[src/core/accdse_pkg.sv]
package accdse_pkg;

  // ****************************************************************
  // Instruction word layout
  // ****************************************************************
  localparam int unsigned INSTR_W = 32;
  localparam int unsigned DATA_W = 32;
  localparam int unsigned ACC_W = 64;
  localparam int unsigned ACC_N = 4;
  localparam int unsigned MAJ_HI = 31;
  localparam int unsigned MAJ_LO = 26;
  localparam int unsigned RT_HI = 25;
  localparam int unsigned RT_LO = 21;
  localparam int unsigned RS_HI = 20;
  localparam int unsigned RS_LO = 16;
  localparam int unsigned ASEL_HI = 15;
  localparam int unsigned ASEL_LO = 14;
  localparam int unsigned SUB_HI = 13;
  localparam int unsigned SUB_LO = 6;
  localparam int unsigned POOL_HI = 5;
  localparam int unsigned POOL_LO = 0;

  // Opcode values of the handled group.
  localparam logic [5:0] MAJOR_GROUP = 6'h00;
  localparam logic [5:0] EXT_POOL = 6'h3c;
  localparam logic [7:0] SUB_DSU_UPPER = 8'h92;
  localparam logic [7:0] SUB_DSU_LOWER = 8'hd2;
  localparam logic [7:0] SUB_CROSS = 8'h52;
  localparam logic [7:0] SUB_EXTRACT = 8'h99;

  // ****************************************************************
  // Control register fields
  // ****************************************************************
  localparam int unsigned POS_HI = 5;
  localparam int unsigned POS_LO = 0;
  localparam int unsigned FAIL_BIT = 14;
  localparam int unsigned OUF_HI = 19;
  localparam int unsigned OUF_LO = 16;
  localparam logic [31:0] CTL_RESET = 32'h0000_0000;

  // ****************************************************************
  // Register map (byte addresses)
  // ****************************************************************
  localparam int unsigned ADDR_W = 6;
  localparam logic [5:0] REG_ACC_BASE = 6'h00;
  localparam logic [5:0] REG_ACC_LAST = 6'h1c;
  localparam logic [5:0] REG_CTL = 6'h20;
  localparam logic [5:0] REG_CFG = 6'h24;
  localparam logic [5:0] REG_STAT = 6'h28;
  localparam int unsigned CFG_EN_BIT = 0;
  localparam logic CFG_EN_RESET = 1'b1;
  localparam int unsigned STAT_RI_BIT = 0;
  localparam int unsigned STAT_DIS_BIT = 1;
  localparam int unsigned STAT_FAIL_BIT = 2;

  // Decoded operation kinds.
  typedef enum logic [2:0] {
    ACCDSE_OP_NONE,
    ACCDSE_OP_DSU_UP,
    ACCDSE_OP_DSU_LO,
    ACCDSE_OP_CROSS,
    ACCDSE_OP_EXT
  } accdse_op_t;

endpackage

[src/core/accdse_core.sv]
// The Avalon-MM interface to the registers and the register addresses were left to the implementer.
`timescale 1ns/1ns
`default_nettype none

module accdse_core
(
  // Clock and reset.
  input wire logic clk_sys,
  input wire logic sys_rst,
  // Instruction issue from the pipeline.
  input wire logic iss_valid,
  input wire logic [accdse_pkg::INSTR_W-1:0] iss_instr,
  input wire logic [accdse_pkg::DATA_W-1:0] iss_rs_data,
  input wire logic [accdse_pkg::DATA_W-1:0] iss_rt_data,
  // Retirement towards the pipeline.
  output logic ret_valid,
  output logic ret_gpr_we,
  output logic [4:0] ret_gpr_idx,
  output logic [accdse_pkg::DATA_W-1:0] ret_gpr_data,
  output logic ret_exc_reserved,
  output logic ret_exc_dsp_off,
  // Avalon-MM register slave.
  input wire logic [accdse_pkg::ADDR_W-1:0] avs_address,
  input wire logic avs_read,
  input wire logic avs_write,
  input wire logic [3:0] avs_byteenable,
  input wire logic [accdse_pkg::DATA_W-1:0] avs_writedata,
  output logic [accdse_pkg::DATA_W-1:0] avs_readdata,
  output logic avs_waitrequest
);
  import accdse_pkg::*;

  // ****************************************************************
  // State
  // ****************************************************************
  logic [ACC_W-1:0] acc [ACC_N];
  logic [DATA_W-1:0] dsp_control_register;
  logic dsp_enable;
  logic [2:0] status;

  // ****************************************************************
  // Decode
  // ****************************************************************
  // The group is recognised only when major code and pool both match.
  wire logic [5:0] f_major = iss_instr[MAJ_HI:MAJ_LO];
  wire logic [5:0] f_pool = iss_instr[POOL_HI:POOL_LO];
  wire logic [7:0] f_sub = iss_instr[SUB_HI:SUB_LO];
  wire logic [1:0] accumulator_select = iss_instr[ASEL_HI:ASEL_LO];
  wire logic [4:0] f_dest = iss_instr[RT_HI:RT_LO];
  wire logic [4:0] f_size = iss_instr[RS_HI:RS_LO];
  wire logic in_group = (f_major == MAJOR_GROUP) && (f_pool == EXT_POOL);
  accdse_op_t op;

  // Sub-opcode selects the operation; anything else is reserved.
  always_comb
  begin
    op = ACCDSE_OP_NONE;
    if (in_group)
    begin
      case (f_sub)
        SUB_DSU_UPPER: op = ACCDSE_OP_DSU_UP;
        SUB_DSU_LOWER: op = ACCDSE_OP_DSU_LO;
        SUB_CROSS: op = ACCDSE_OP_CROSS;
        SUB_EXTRACT: op = ACCDSE_OP_EXT;
        default: op = ACCDSE_OP_NONE;
      endcase
    end
  end

  // Exceptions depend on the encoding and the enable only, never on
  // operand values.
  wire logic known = (op != ACCDSE_OP_NONE);
  wire logic exc_reserved = iss_valid && !known;
  wire logic exc_dsp_off = iss_valid && known && !dsp_enable;
  wire logic exec = iss_valid && known && dsp_enable;
  wire logic is_ext = (op == ACCDSE_OP_EXT);
  wire logic is_dot = known && !is_ext;

  // ****************************************************************
  // Dot products
  // ****************************************************************
  // Operand values are taken as the pipeline presents them.
  wire logic [ACC_W-1:0] acc_sel = acc[accumulator_select];
  // Upper byte lanes.
  wire logic [15:0] pu_hi = iss_rs_data[31:24] * iss_rt_data[31:24];
  wire logic [15:0] pu_lo = iss_rs_data[23:16] * iss_rt_data[23:16];
  wire logic [16:0] sum_up = {1'b0, pu_hi} + {1'b0, pu_lo};
  // Lower byte lanes.
  wire logic [15:0] pl_hi = iss_rs_data[15:8] * iss_rt_data[15:8];
  wire logic [15:0] pl_lo = iss_rs_data[7:0] * iss_rt_data[7:0];
  wire logic [16:0] sum_lo = {1'b0, pl_hi} + {1'b0, pl_lo};
  // Cross halfwords, signed full-width products.
  wire logic signed [31:0] px_b =
    $signed(iss_rs_data[31:16]) * $signed(iss_rt_data[15:0]);
  wire logic signed [31:0] px_a =
    $signed(iss_rs_data[15:0]) * $signed(iss_rt_data[31:16]);
  wire logic [32:0] sum_x = {px_b[31], px_b} + {px_a[31], px_a};
  logic [ACC_W-1:0] dotp;

  // Widen the selected sum: zero for bytes, sign for halfwords.
  always_comb
  begin
    case (op)
      ACCDSE_OP_DSU_UP: dotp = {47'h0, sum_up};
      ACCDSE_OP_DSU_LO: dotp = {47'h0, sum_lo};
      ACCDSE_OP_CROSS: dotp = {{31{sum_x[32]}}, sum_x};
      default: dotp = 64'h0;
    endcase
  end

  // Plain modular subtraction; nothing saturates.
  wire logic [ACC_W-1:0] diff = acc_sel - dotp;
  wire logic acc_wr = exec && is_dot;

  // ****************************************************************
  // Field extract
  // ****************************************************************
  wire logic [5:0] pos = dsp_control_register[POS_HI:POS_LO];
  // Position minus (size+1) >= -1 is the same as position >= size.
  wire logic ext_ok = (pos >= {1'b0, f_size});
  wire logic [5:0] ext_lsb = pos - {1'b0, f_size};
  wire logic [ACC_W-1:0] ext_shift = acc_sel >> ext_lsb;
  wire logic [4:0] ext_gap = 5'd31 - f_size;
  wire logic [31:0] ext_mask = 32'hffff_ffff >> ext_gap;
  // A failed extract returns the same masked value; any value is
  // acceptable there and this avoids a second path.
  wire logic [31:0] ext_field = ext_shift[31:0] & ext_mask;
  wire logic ext_run = exec && is_ext;

  // ****************************************************************
  // Bus decode
  // ****************************************************************
  wire logic bus_req = avs_read || avs_write;
  wire logic bus_take = bus_req && !avs_waitrequest;
  wire logic bus_wr = avs_write && bus_take;
  wire logic hit_acc = (avs_address <= REG_ACC_LAST);
  wire logic [1:0] bus_acc_idx = avs_address[4:3];
  wire logic bus_lo = avs_address[2];
  wire logic [31:0] be_mask = {{8{avs_byteenable[3]}},
    {8{avs_byteenable[2]}}, {8{avs_byteenable[1]}},
    {8{avs_byteenable[0]}}};
  wire logic [ACC_W-1:0] bus_acc_sel = acc[bus_acc_idx];
  wire logic [31:0] acc_word = bus_lo ? bus_acc_sel[31:0]
    : bus_acc_sel[63:32];
  wire logic [31:0] acc_merged = (acc_word & ~be_mask)
    | (avs_writedata & be_mask);
  wire logic [31:0] ctl_merged = (dsp_control_register & ~be_mask)
    | (avs_writedata & be_mask);
  wire logic ctl_bus_wr = bus_wr && (avs_address == REG_CTL);
  wire logic cfg_bus_wr = bus_wr && (avs_address == REG_CFG)
    && avs_byteenable[0];
  logic [31:0] rd_mux;

  // Unmapped addresses read zero and swallow writes.
  always_comb
  begin
    rd_mux = 32'h0;
    if (hit_acc)
      rd_mux = acc_word;
    else if (avs_address == REG_CTL)
      rd_mux = dsp_control_register;
    else if (avs_address == REG_CFG)
      rd_mux = {31'h0, dsp_enable};
    else if (avs_address == REG_STAT)
      rd_mux = {29'h0, status};
  end

  // ****************************************************************
  // Bus handshake
  // ****************************************************************
  // One wait cycle gives a registered read path; the access completes
  // on the second edge of every request.
  always_ff @(posedge clk_sys)
  begin
    if (sys_rst)
    begin
      avs_waitrequest <= 1'b1;
      avs_readdata <= 32'h0;
    end
    else if (bus_req && avs_waitrequest)
    begin
      avs_waitrequest <= 1'b0;
      avs_readdata <= rd_mux;
    end
    else
    begin
      avs_waitrequest <= 1'b1;
    end
  end

  // ****************************************************************
  // Accumulators
  // ****************************************************************
  // An executing dot-subtract outranks a bus write to the same
  // accumulator in the same cycle; software must not race the core.
  always_ff @(posedge clk_sys)
  begin
    for (int i = 0; i < ACC_N; i++)
    begin
      if (sys_rst)
        acc[i] <= 64'h0;
      else if (acc_wr && (accumulator_select == i[1:0]))
        acc[i] <= diff;
      else if (bus_wr && hit_acc && (bus_acc_idx == i[1:0]))
        acc[i] <= bus_lo ? {acc[i][63:32], acc_merged}
          : {acc_merged, acc[i][31:0]};
    end
  end

  // ****************************************************************
  // Control, configuration and status
  // ****************************************************************
  // Only the failed flag is touched by the core; position and
  // overflow flags change by software writes alone.
  always_ff @(posedge clk_sys)
  begin
    if (sys_rst)
      dsp_control_register <= CTL_RESET;
    else if (ext_run)
      dsp_control_register <= {ctl_bus_wr ? ctl_merged[31:FAIL_BIT+1]
        : dsp_control_register[31:FAIL_BIT+1], !ext_ok,
        ctl_bus_wr ? ctl_merged[FAIL_BIT-1:0]
        : dsp_control_register[FAIL_BIT-1:0]};
    else if (ctl_bus_wr)
      dsp_control_register <= ctl_merged;
  end

  // Enable and sticky-free status of the last retired instruction.
  always_ff @(posedge clk_sys)
  begin
    if (sys_rst)
    begin
      dsp_enable <= CFG_EN_RESET;
      status <= 3'h0;
    end
    else
    begin
      if (cfg_bus_wr)
        dsp_enable <= avs_writedata[CFG_EN_BIT];
      if (iss_valid)
        status <= {ext_run && !ext_ok, exc_dsp_off, exc_reserved};
    end
  end

  // ****************************************************************
  // Retirement
  // ****************************************************************
  // Results retire one cycle after issue; an exception suppresses
  // the register write.
  always_ff @(posedge clk_sys)
  begin
    if (sys_rst)
    begin
      ret_valid <= 1'b0;
      ret_gpr_we <= 1'b0;
      ret_gpr_idx <= 5'h0;
      ret_gpr_data <= 32'h0;
      ret_exc_reserved <= 1'b0;
      ret_exc_dsp_off <= 1'b0;
    end
    else
    begin
      ret_valid <= iss_valid;
      ret_gpr_we <= ext_run;
      ret_gpr_idx <= f_dest;
      ret_gpr_data <= ext_field;
      ret_exc_reserved <= exc_reserved;
      ret_exc_dsp_off <= exc_dsp_off;
    end
  end

  // ****************************************************************
  // Checks
  // ****************************************************************
  // Every check rests while reset is asserted. An accumulator is
  // compared with the value sampled at issue, because the select lines
  // may already carry another word one cycle later.
  fail_written_a: assert property (
    @(posedge clk_sys) disable iff (sys_rst)
    ext_run |=> dsp_control_register[FAIL_BIT] == !$past(ext_ok))
    else $error("Failed flag not written by extract.");

  pos_kept_a: assert property (
    @(posedge clk_sys) disable iff (sys_rst)
    ext_run && !ctl_bus_wr |=> $stable(dsp_control_register[POS_HI:POS_LO]))
    else $error("Extract changed the position field.");

  ouflag_kept_a: assert property (
    @(posedge clk_sys) disable iff (sys_rst)
    acc_wr && !ctl_bus_wr |=> $stable(dsp_control_register[OUF_HI:OUF_LO]))
    else $error("Dot subtract changed overflow flags.");

  dot_result_a: assert property (
    @(posedge clk_sys) disable iff (sys_rst)
    acc_wr |=> acc[$past(accumulator_select)] == $past(diff))
    else $error("Accumulator not updated with difference.");

  ext_acc_kept_a: assert property (
    @(posedge clk_sys) disable iff (sys_rst)
    ext_run && !bus_wr |=> acc[$past(accumulator_select)] == $past(acc_sel))
    else $error("Extract modified its accumulator.");

  ext_width_a: assert property (
    @(posedge clk_sys) disable iff (sys_rst)
    ext_run |=> ret_gpr_we
      && ((ret_gpr_data >> ($past(f_size) + 6'd1)) == 32'h0))
    else $error("Extract result wider than size plus one.");

  ext_idx_a: assert property (
    @(posedge clk_sys) disable iff (sys_rst)
    ext_run |=> ret_gpr_idx == $past(f_dest))
    else $error("Extract wrote the wrong destination.");

  exc_quiet_a: assert property (
    @(posedge clk_sys) disable iff (sys_rst)
    iss_valid && !exec |=> !ret_gpr_we
      && (ret_exc_reserved != ret_exc_dsp_off))
    else $error("Excepting instruction wrote a register.");

  exc_acc_kept_a: assert property (
    @(posedge clk_sys) disable iff (sys_rst)
    iss_valid && !exec && !bus_wr
      |=> acc[$past(accumulator_select)] == $past(acc_sel))
    else $error("Excepting instruction changed an accumulator.");

  exc_ctl_kept_a: assert property (
    @(posedge clk_sys) disable iff (sys_rst)
    iss_valid && !exec && !ctl_bus_wr |=> $stable(dsp_control_register))
    else $error("Excepting instruction changed the control register.");

  reserved_flag_a: assert property (
    @(posedge clk_sys) disable iff (sys_rst)
    iss_valid && !known |=> ret_exc_reserved && !ret_exc_dsp_off)
    else $error("Unknown word not flagged as reserved.");

  dsp_off_a: assert property (
    @(posedge clk_sys) disable iff (sys_rst)
    iss_valid && known && !dsp_enable |=> ret_exc_dsp_off ##1 !ret_gpr_we
      || !$past(iss_valid))
    else $error("Disabled unit executed an instruction.");

  ret_pulse_a: assert property (
    @(posedge clk_sys) disable iff (sys_rst)
    iss_valid |=> ret_valid)
    else $error("Issued word did not retire.");

  bus_wait_a: assert property (
    @(posedge clk_sys) disable iff (sys_rst)
    bus_req && avs_waitrequest |=> !avs_waitrequest ##1 avs_waitrequest)
    else $error("Bus answer not after one wait cycle.");

endmodule // accdse_core

`default_nettype wire

[config.mk]
export PLATFORM = sky130hd
export DESIGN_NAME = accdse_core
export DESIGN_NICKNAME = d
export VERILOG_FILES = /design/src/core/accdse_pkg.sv /design/src/core/accdse_core.sv
export SDC_FILE = /design/constraint.sdc
export NUM_CORES = 2
export LEC_CHECK = 0
export ABC_AREA = 1
export BUFFER_PORTS_ARGS = -buffer_cell sky130_fd_sc_hd__buf_2
export CORE_AREA = 3 3 361 398
export CTS_BUF_LIST = sky130_fd_sc_hd__clkbuf_8
export DETAILED_ROUTE_END_ITERATION = 10
export DIE_AREA = 0 0 364 401
export HOLD_SLACK_MARGIN = 0.03
export PLACE_DENSITY_LB_ADDON = 0.25
export SKIP_CTS_REPAIR_TIMING = 1
export SLEW_MARGIN = 25
export SYNTH_ARGS = -nofsm -noshare
export SYNTH_HDL_FRONTEND = slang
export SYNTH_SLANG_ARGS = --single-unit
[constraint.sdc]
create_clock -name clk_sys -period 14.35 [get_ports clk_sys]
set_input_delay 2.87 -clock clk_sys [delete_from_list [all_inputs] [get_ports clk_sys]]
set_output_delay 2.87 -clock clk_sys [all_outputs]
set_load 0.01 [all_outputs]
## After elaboration in Yosys (flattened, before gate mapping)

Memory sizes are Yosys's and may differ from the RTL's.
Index checks and enable logic that the tools add are counted.

- Memory bits (writable): 256
- Bits in registers: 110
- Memories kept: 1

Memory list:

| name | depth | bits a word | rd ports | clocked after memory_dff | wr ports | RTL line | text |
|---|---|---|---|---|---|---|---|
| acc | 4 | 64 | 2 | 0 | 4 | accdse_core.sv:36 | `logic [ACC_W-1:0] acc [ACC_N];` |

- Add/sub/neg operators: 6
- Mux-type cells: 59
- Eq/ne operators: 26
- Bitwise gates (word level): 19
- Order comparisons: 2
- Shift operators: 2
- Multiply operators: 6
- Reductions and logical operators: 43

Operator list:

| kind | number |
|---|---|
| 2-to-1 mux 64 bit | 8 |
| 2-to-1 mux 32 bit | 13 |
| case mux 64 bit (3 select lines) | 1 |
| AND 32 bit | 4 |
| multiplier 16 x 16 -> 32 bit | 2 |
| multiplier 8 x 8 -> 16 bit | 4 |
| bitwise OR 32 bit | 2 |
| right shift 64 x 6 -> 32 bit | 1 |
| subtractor 64 bit | 1 |
| adder 16 x 16 -> 17 bit | 2 |
| adder 32 x 32 -> 33 bit | 1 |
| inverter 32 bit | 1 |
| right shift 32 x 5 -> 32 bit (first input constant) | 1 |
| 2-to-1 mux 1 bit | 31 |
| equality test 6 bit (second input constant) | 4 |
| equality test 8 bit (second input constant) | 3 |
| logical AND 1 bit | 24 |
| 2-to-1 mux 17 bit | 1 |
| AND reduction 2 bit | 8 |
| 2-to-1 mux 14 bit | 1 |
| bitwise OR 1 bit | 12 |
| case mux 3 bit (4 select lines) | 1 |
| 2-to-1 mux 3 bit | 3 |
| equality test 2 bit (second input constant) | 4 |
| other kinds (16) | 30 |

## Depth between registers and ports, before layout

- Depth in word-level cells: 13
- Mapped depth: 47

## Least setup slack after synthesis

OpenSTA, ideal clock, no wires.

- Path kind: input to register
- Start point: input port iss_rt_data[17] (netlist name)
- End point: memory acc[0][49] (data pin)
- Slack: 2.487 ns
- Arrival: 11.610 ns
- Stages on the path: 41
- Setup time: 0.253 ns
- Path buffers: 1
- Cell sequence: clkbuf_1 -> nand2_1 -> fa_1 -> inv_1 -> fa_1 -> inv_1 -> fa_1 -> inv_1 -> fa_1 -> inv_1 -> fa_1 -> fa_1 -> inv_1 -> fa_1 -> inv_1 -> fa_1 -> inv_1 -> ha_1 -> [... 5 more ...] -> nand2_1 -> inv_1 -> nand2_1 -> inv_1 -> nand2_1 -> nand3_1 -> ha_1 -> nand2_1 -> nor2_1 -> inv_1 -> nor2_1 -> and3_1 -> nand3_1 -> nand3_1 -> a21oi_1 -> or2_2 -> nand3_1 -> nand2_1

RTL lines:

| item | RTL line | text |
|---|---|---|
| from (decl) | accdse_core.sv:14 | `input wire logic [accdse_pkg::DATA_W-1:0] iss_rt_data,` |
| to (decl) | accdse_core.sv:36 |  |

==> out/results.tsv <==
metric	value	unit
fmax	78.31	MHz
DRT iter0 DRCs	6042	
Largest stage delay, worst path	0.70	ns
Post-Syn Nets	8903	
I/O pin count	217	
crit-path most repeated cell	nand2_1	
WHS Path Cells	2	
worst-case reg-to-reg path depth	13	
r2r endpoint	acc[2][33]$_SDFFCE_PN0P_	
Fill cells	14270	
fin crit period	12.77	ns
Max-Cap Viols	0	
area leader, netlist	fa_1	
synth top area cells	fa_1 (27%), edfxtp_1 (13%), nand2_1 (13%)	
Yosys warning count	0	
Worst-Margin Slew	1.205	ns
Worst EP required	14.84	ns
HP Class	register to register	
setup ws final	1.581	ns
H-tree depth	2	
Critical Path Sink Type	register	
total grt overflow	0	
clock latency on the worst-skew pair	0.74	ns
Yosys cell types	59	
Syn-to-layout area delta	7.012	%
full die area	146000	um^2
fin nets	8936	
DR vias/cell	5.696	
pre-CTS setup slack	0.7348	ns
Seq/Total Area, Yosys	17.29	%
number of global-route vias before repair	55010	
detailed-route DRC error count	0	
endpoints failing hold	0	
critical path start-end classification	input port to register	
Die Span Y	401	um
fin. max-slew vios	0	
Period Utilization, post-route	88.98	%
post-route setup TNS	0	ns
dpl hpwl	182300	um
All-Layer GR Usage	32.43	%
Worst Skew	0.08063	ns
routability cong.	1.005	
reg2reg setup slack	10.07	ns
status	finished, final reports clean	
Max clock buf depth	3	
Die W	364	um
FP Rows	144	
first-pass iteration count of the detailed router	9	
wire per inst	24.85	um
largest net degree at the start of global routing	75	
final WL	237200	um
Syn Area/Cell	7.493	um^2
Port Buffers	216	
most frequent cells in the layout	nand2_1 (1,907), inv_1 (1,590), fa_1 (779)	
worst rel slew slack	19.56	%
Yosys reg bits	366	
clk root buf	clkbuf_8	
Critical Path AT	13.26	ns
ANT nets after route	0	
DR vias	54370	
Post-Syn Area	57190	um^2
Gate Count Post-Synth	7632	
initial antenna violation count	11	
CTS tree	done	
fraction of registers with async set/reset	0	%
Startpoint Class	input port	
clk slew on worst S/H paths	0.08	ns
RSZ-0062 raised after global routing	no	
layout cells sized above 1	6.355	%
EDFF count, synth	256	
Crit Reg-Reg Startpoint	acc[3][24]$_DFFE_PP_	
critical path's slowest cell	nor4_2	
top_reg_cell synth	edfxtp_1	
post-synth top area share	27.30	%
Starting Density	40.85	%
first-pass GRT wire length	353100	um
endpoints failing setup	0	
Worst Hold End	avs_readdata[26]$_SDFFE_PP0P_	
core area	140000	um^2
most common cell after layout, fill and taps aside	nand2_1	
Worst Path Max Fanout	12	
Clock Sinks	366	
cts bufs inserted	61	
## kinds of logic after synthesis
family,share of synthesized area [%]
xor+xnor,0.7789
buf+inv,12.98
flops,17.29
compound gates,11.32
simple gates,22.72
fa+ha+maj,34.92
## metal layers
| layer | GRT usage [%] | routed length (um) |
|---|---|---|
| met1 | 39.76 | 87240 |
| met2 | 50.66 | 105300 |
| met3 | 6.850 | 23440 |
| met4 | 23.10 | 21180 |
| met5 | 0.06647 | 33 |
## state kept, by name, summed over array words and instances, names as in the netlist, named ones only
signal and flops:
acc 256, avs_readdata 32, avs_waitrequest 1, dsp_enable 1, ret_exc_dsp_off 1, ret_exc_reserved 1, ret_gpr_data 32, ret_gpr_idx 5
ret_gpr_we 1, ret_valid 1, status 3
## Yosys cell counts, types with 26 or more instances
cell type / count
a21oi_1: 267
a22oi_1: 142
a31oi_1: 48
buf_1: 29
buf_2: 65
clkbuf_1: 256
dfxtp_1: 110
edfxtp_1: 256
fa_1: 780
ha_1: 348
inv_1: 1567
nand2_1: 1908
nand3_1: 660
nand4_1: 132
nor2_1: 276
nor3_1: 26
o211ai_1: 117
o21ai_0: 340
o21ai_1: 34
or2_2: 30
xor2_1: 35
## area by class of cell
cell class                      instances  area, um^2  share of cell area, %
Antenna cell                            9       22.52                0.03680
Clock buffer                           67       922.1                  1.507
Clock inverter                         42       217.7                 0.3557
Inverter                             1585        5951                  9.723
Multi-Input combinational cell       5322       39980                  65.33
Sequential cell                       366        9889                  16.16
Tap cell                             1825        2283                  3.731
Timing Repair Buffer                  329        1929                  3.153
## how the worst max path moves through the flow
stage | slack [ns] | from | endpoint
2_1_floorplan | 2.49 | iss_rt_data[17] | acc[0][49]$_DFFE_PP_
3_3_place_gp | 0.71 | iss_rs_data[15] | acc[1][47]$_DFFE_PP_
3_5_place_dp | 0.73 | iss_rs_data[15] | acc[1][47]$_DFFE_PP_
4_1_cts | 1.47 | iss_rs_data[15] | acc[1][47]$_DFFE_PP_
5_1_grt | 1.17 | iss_rs_data[15] | acc[2][61]$_SDFFCE_PN0P_
6_report | 1.58 | iss_rs_data[15] | acc[1][47]$_DFFE_PP_
## worst max-delay path, delay by kind of cell
family | cells | cell delay [ns]
adder cells (fa/ha/maj) | 10 | 4.72
buffers and inverters | 8 | 1.35
AND/OR/NAND/NOR | 21 | 4.30
## stage by stage
stage / cell area [um^2] / instances / utilization, % / hold slack, ns
after floorplan: 57190 / 7632 / - / 0.4410
after global placement: 60010 / 9427 / 42.87 / 0.4477
after detailed placement: 60030 / 9427 / 42.88 / 0.4531
after CTS: 61170 / 9536 / 43.69 / 0.4625
after global routing: 61190 / 9542 / 43.71 / 0.4851
final: 61200 / 9545 / 43.72 / 0.4593
Power is left out: the tool's default activity adds up to more than one toggle a clock period on the data nets, which glitch-free logic cannot reach.
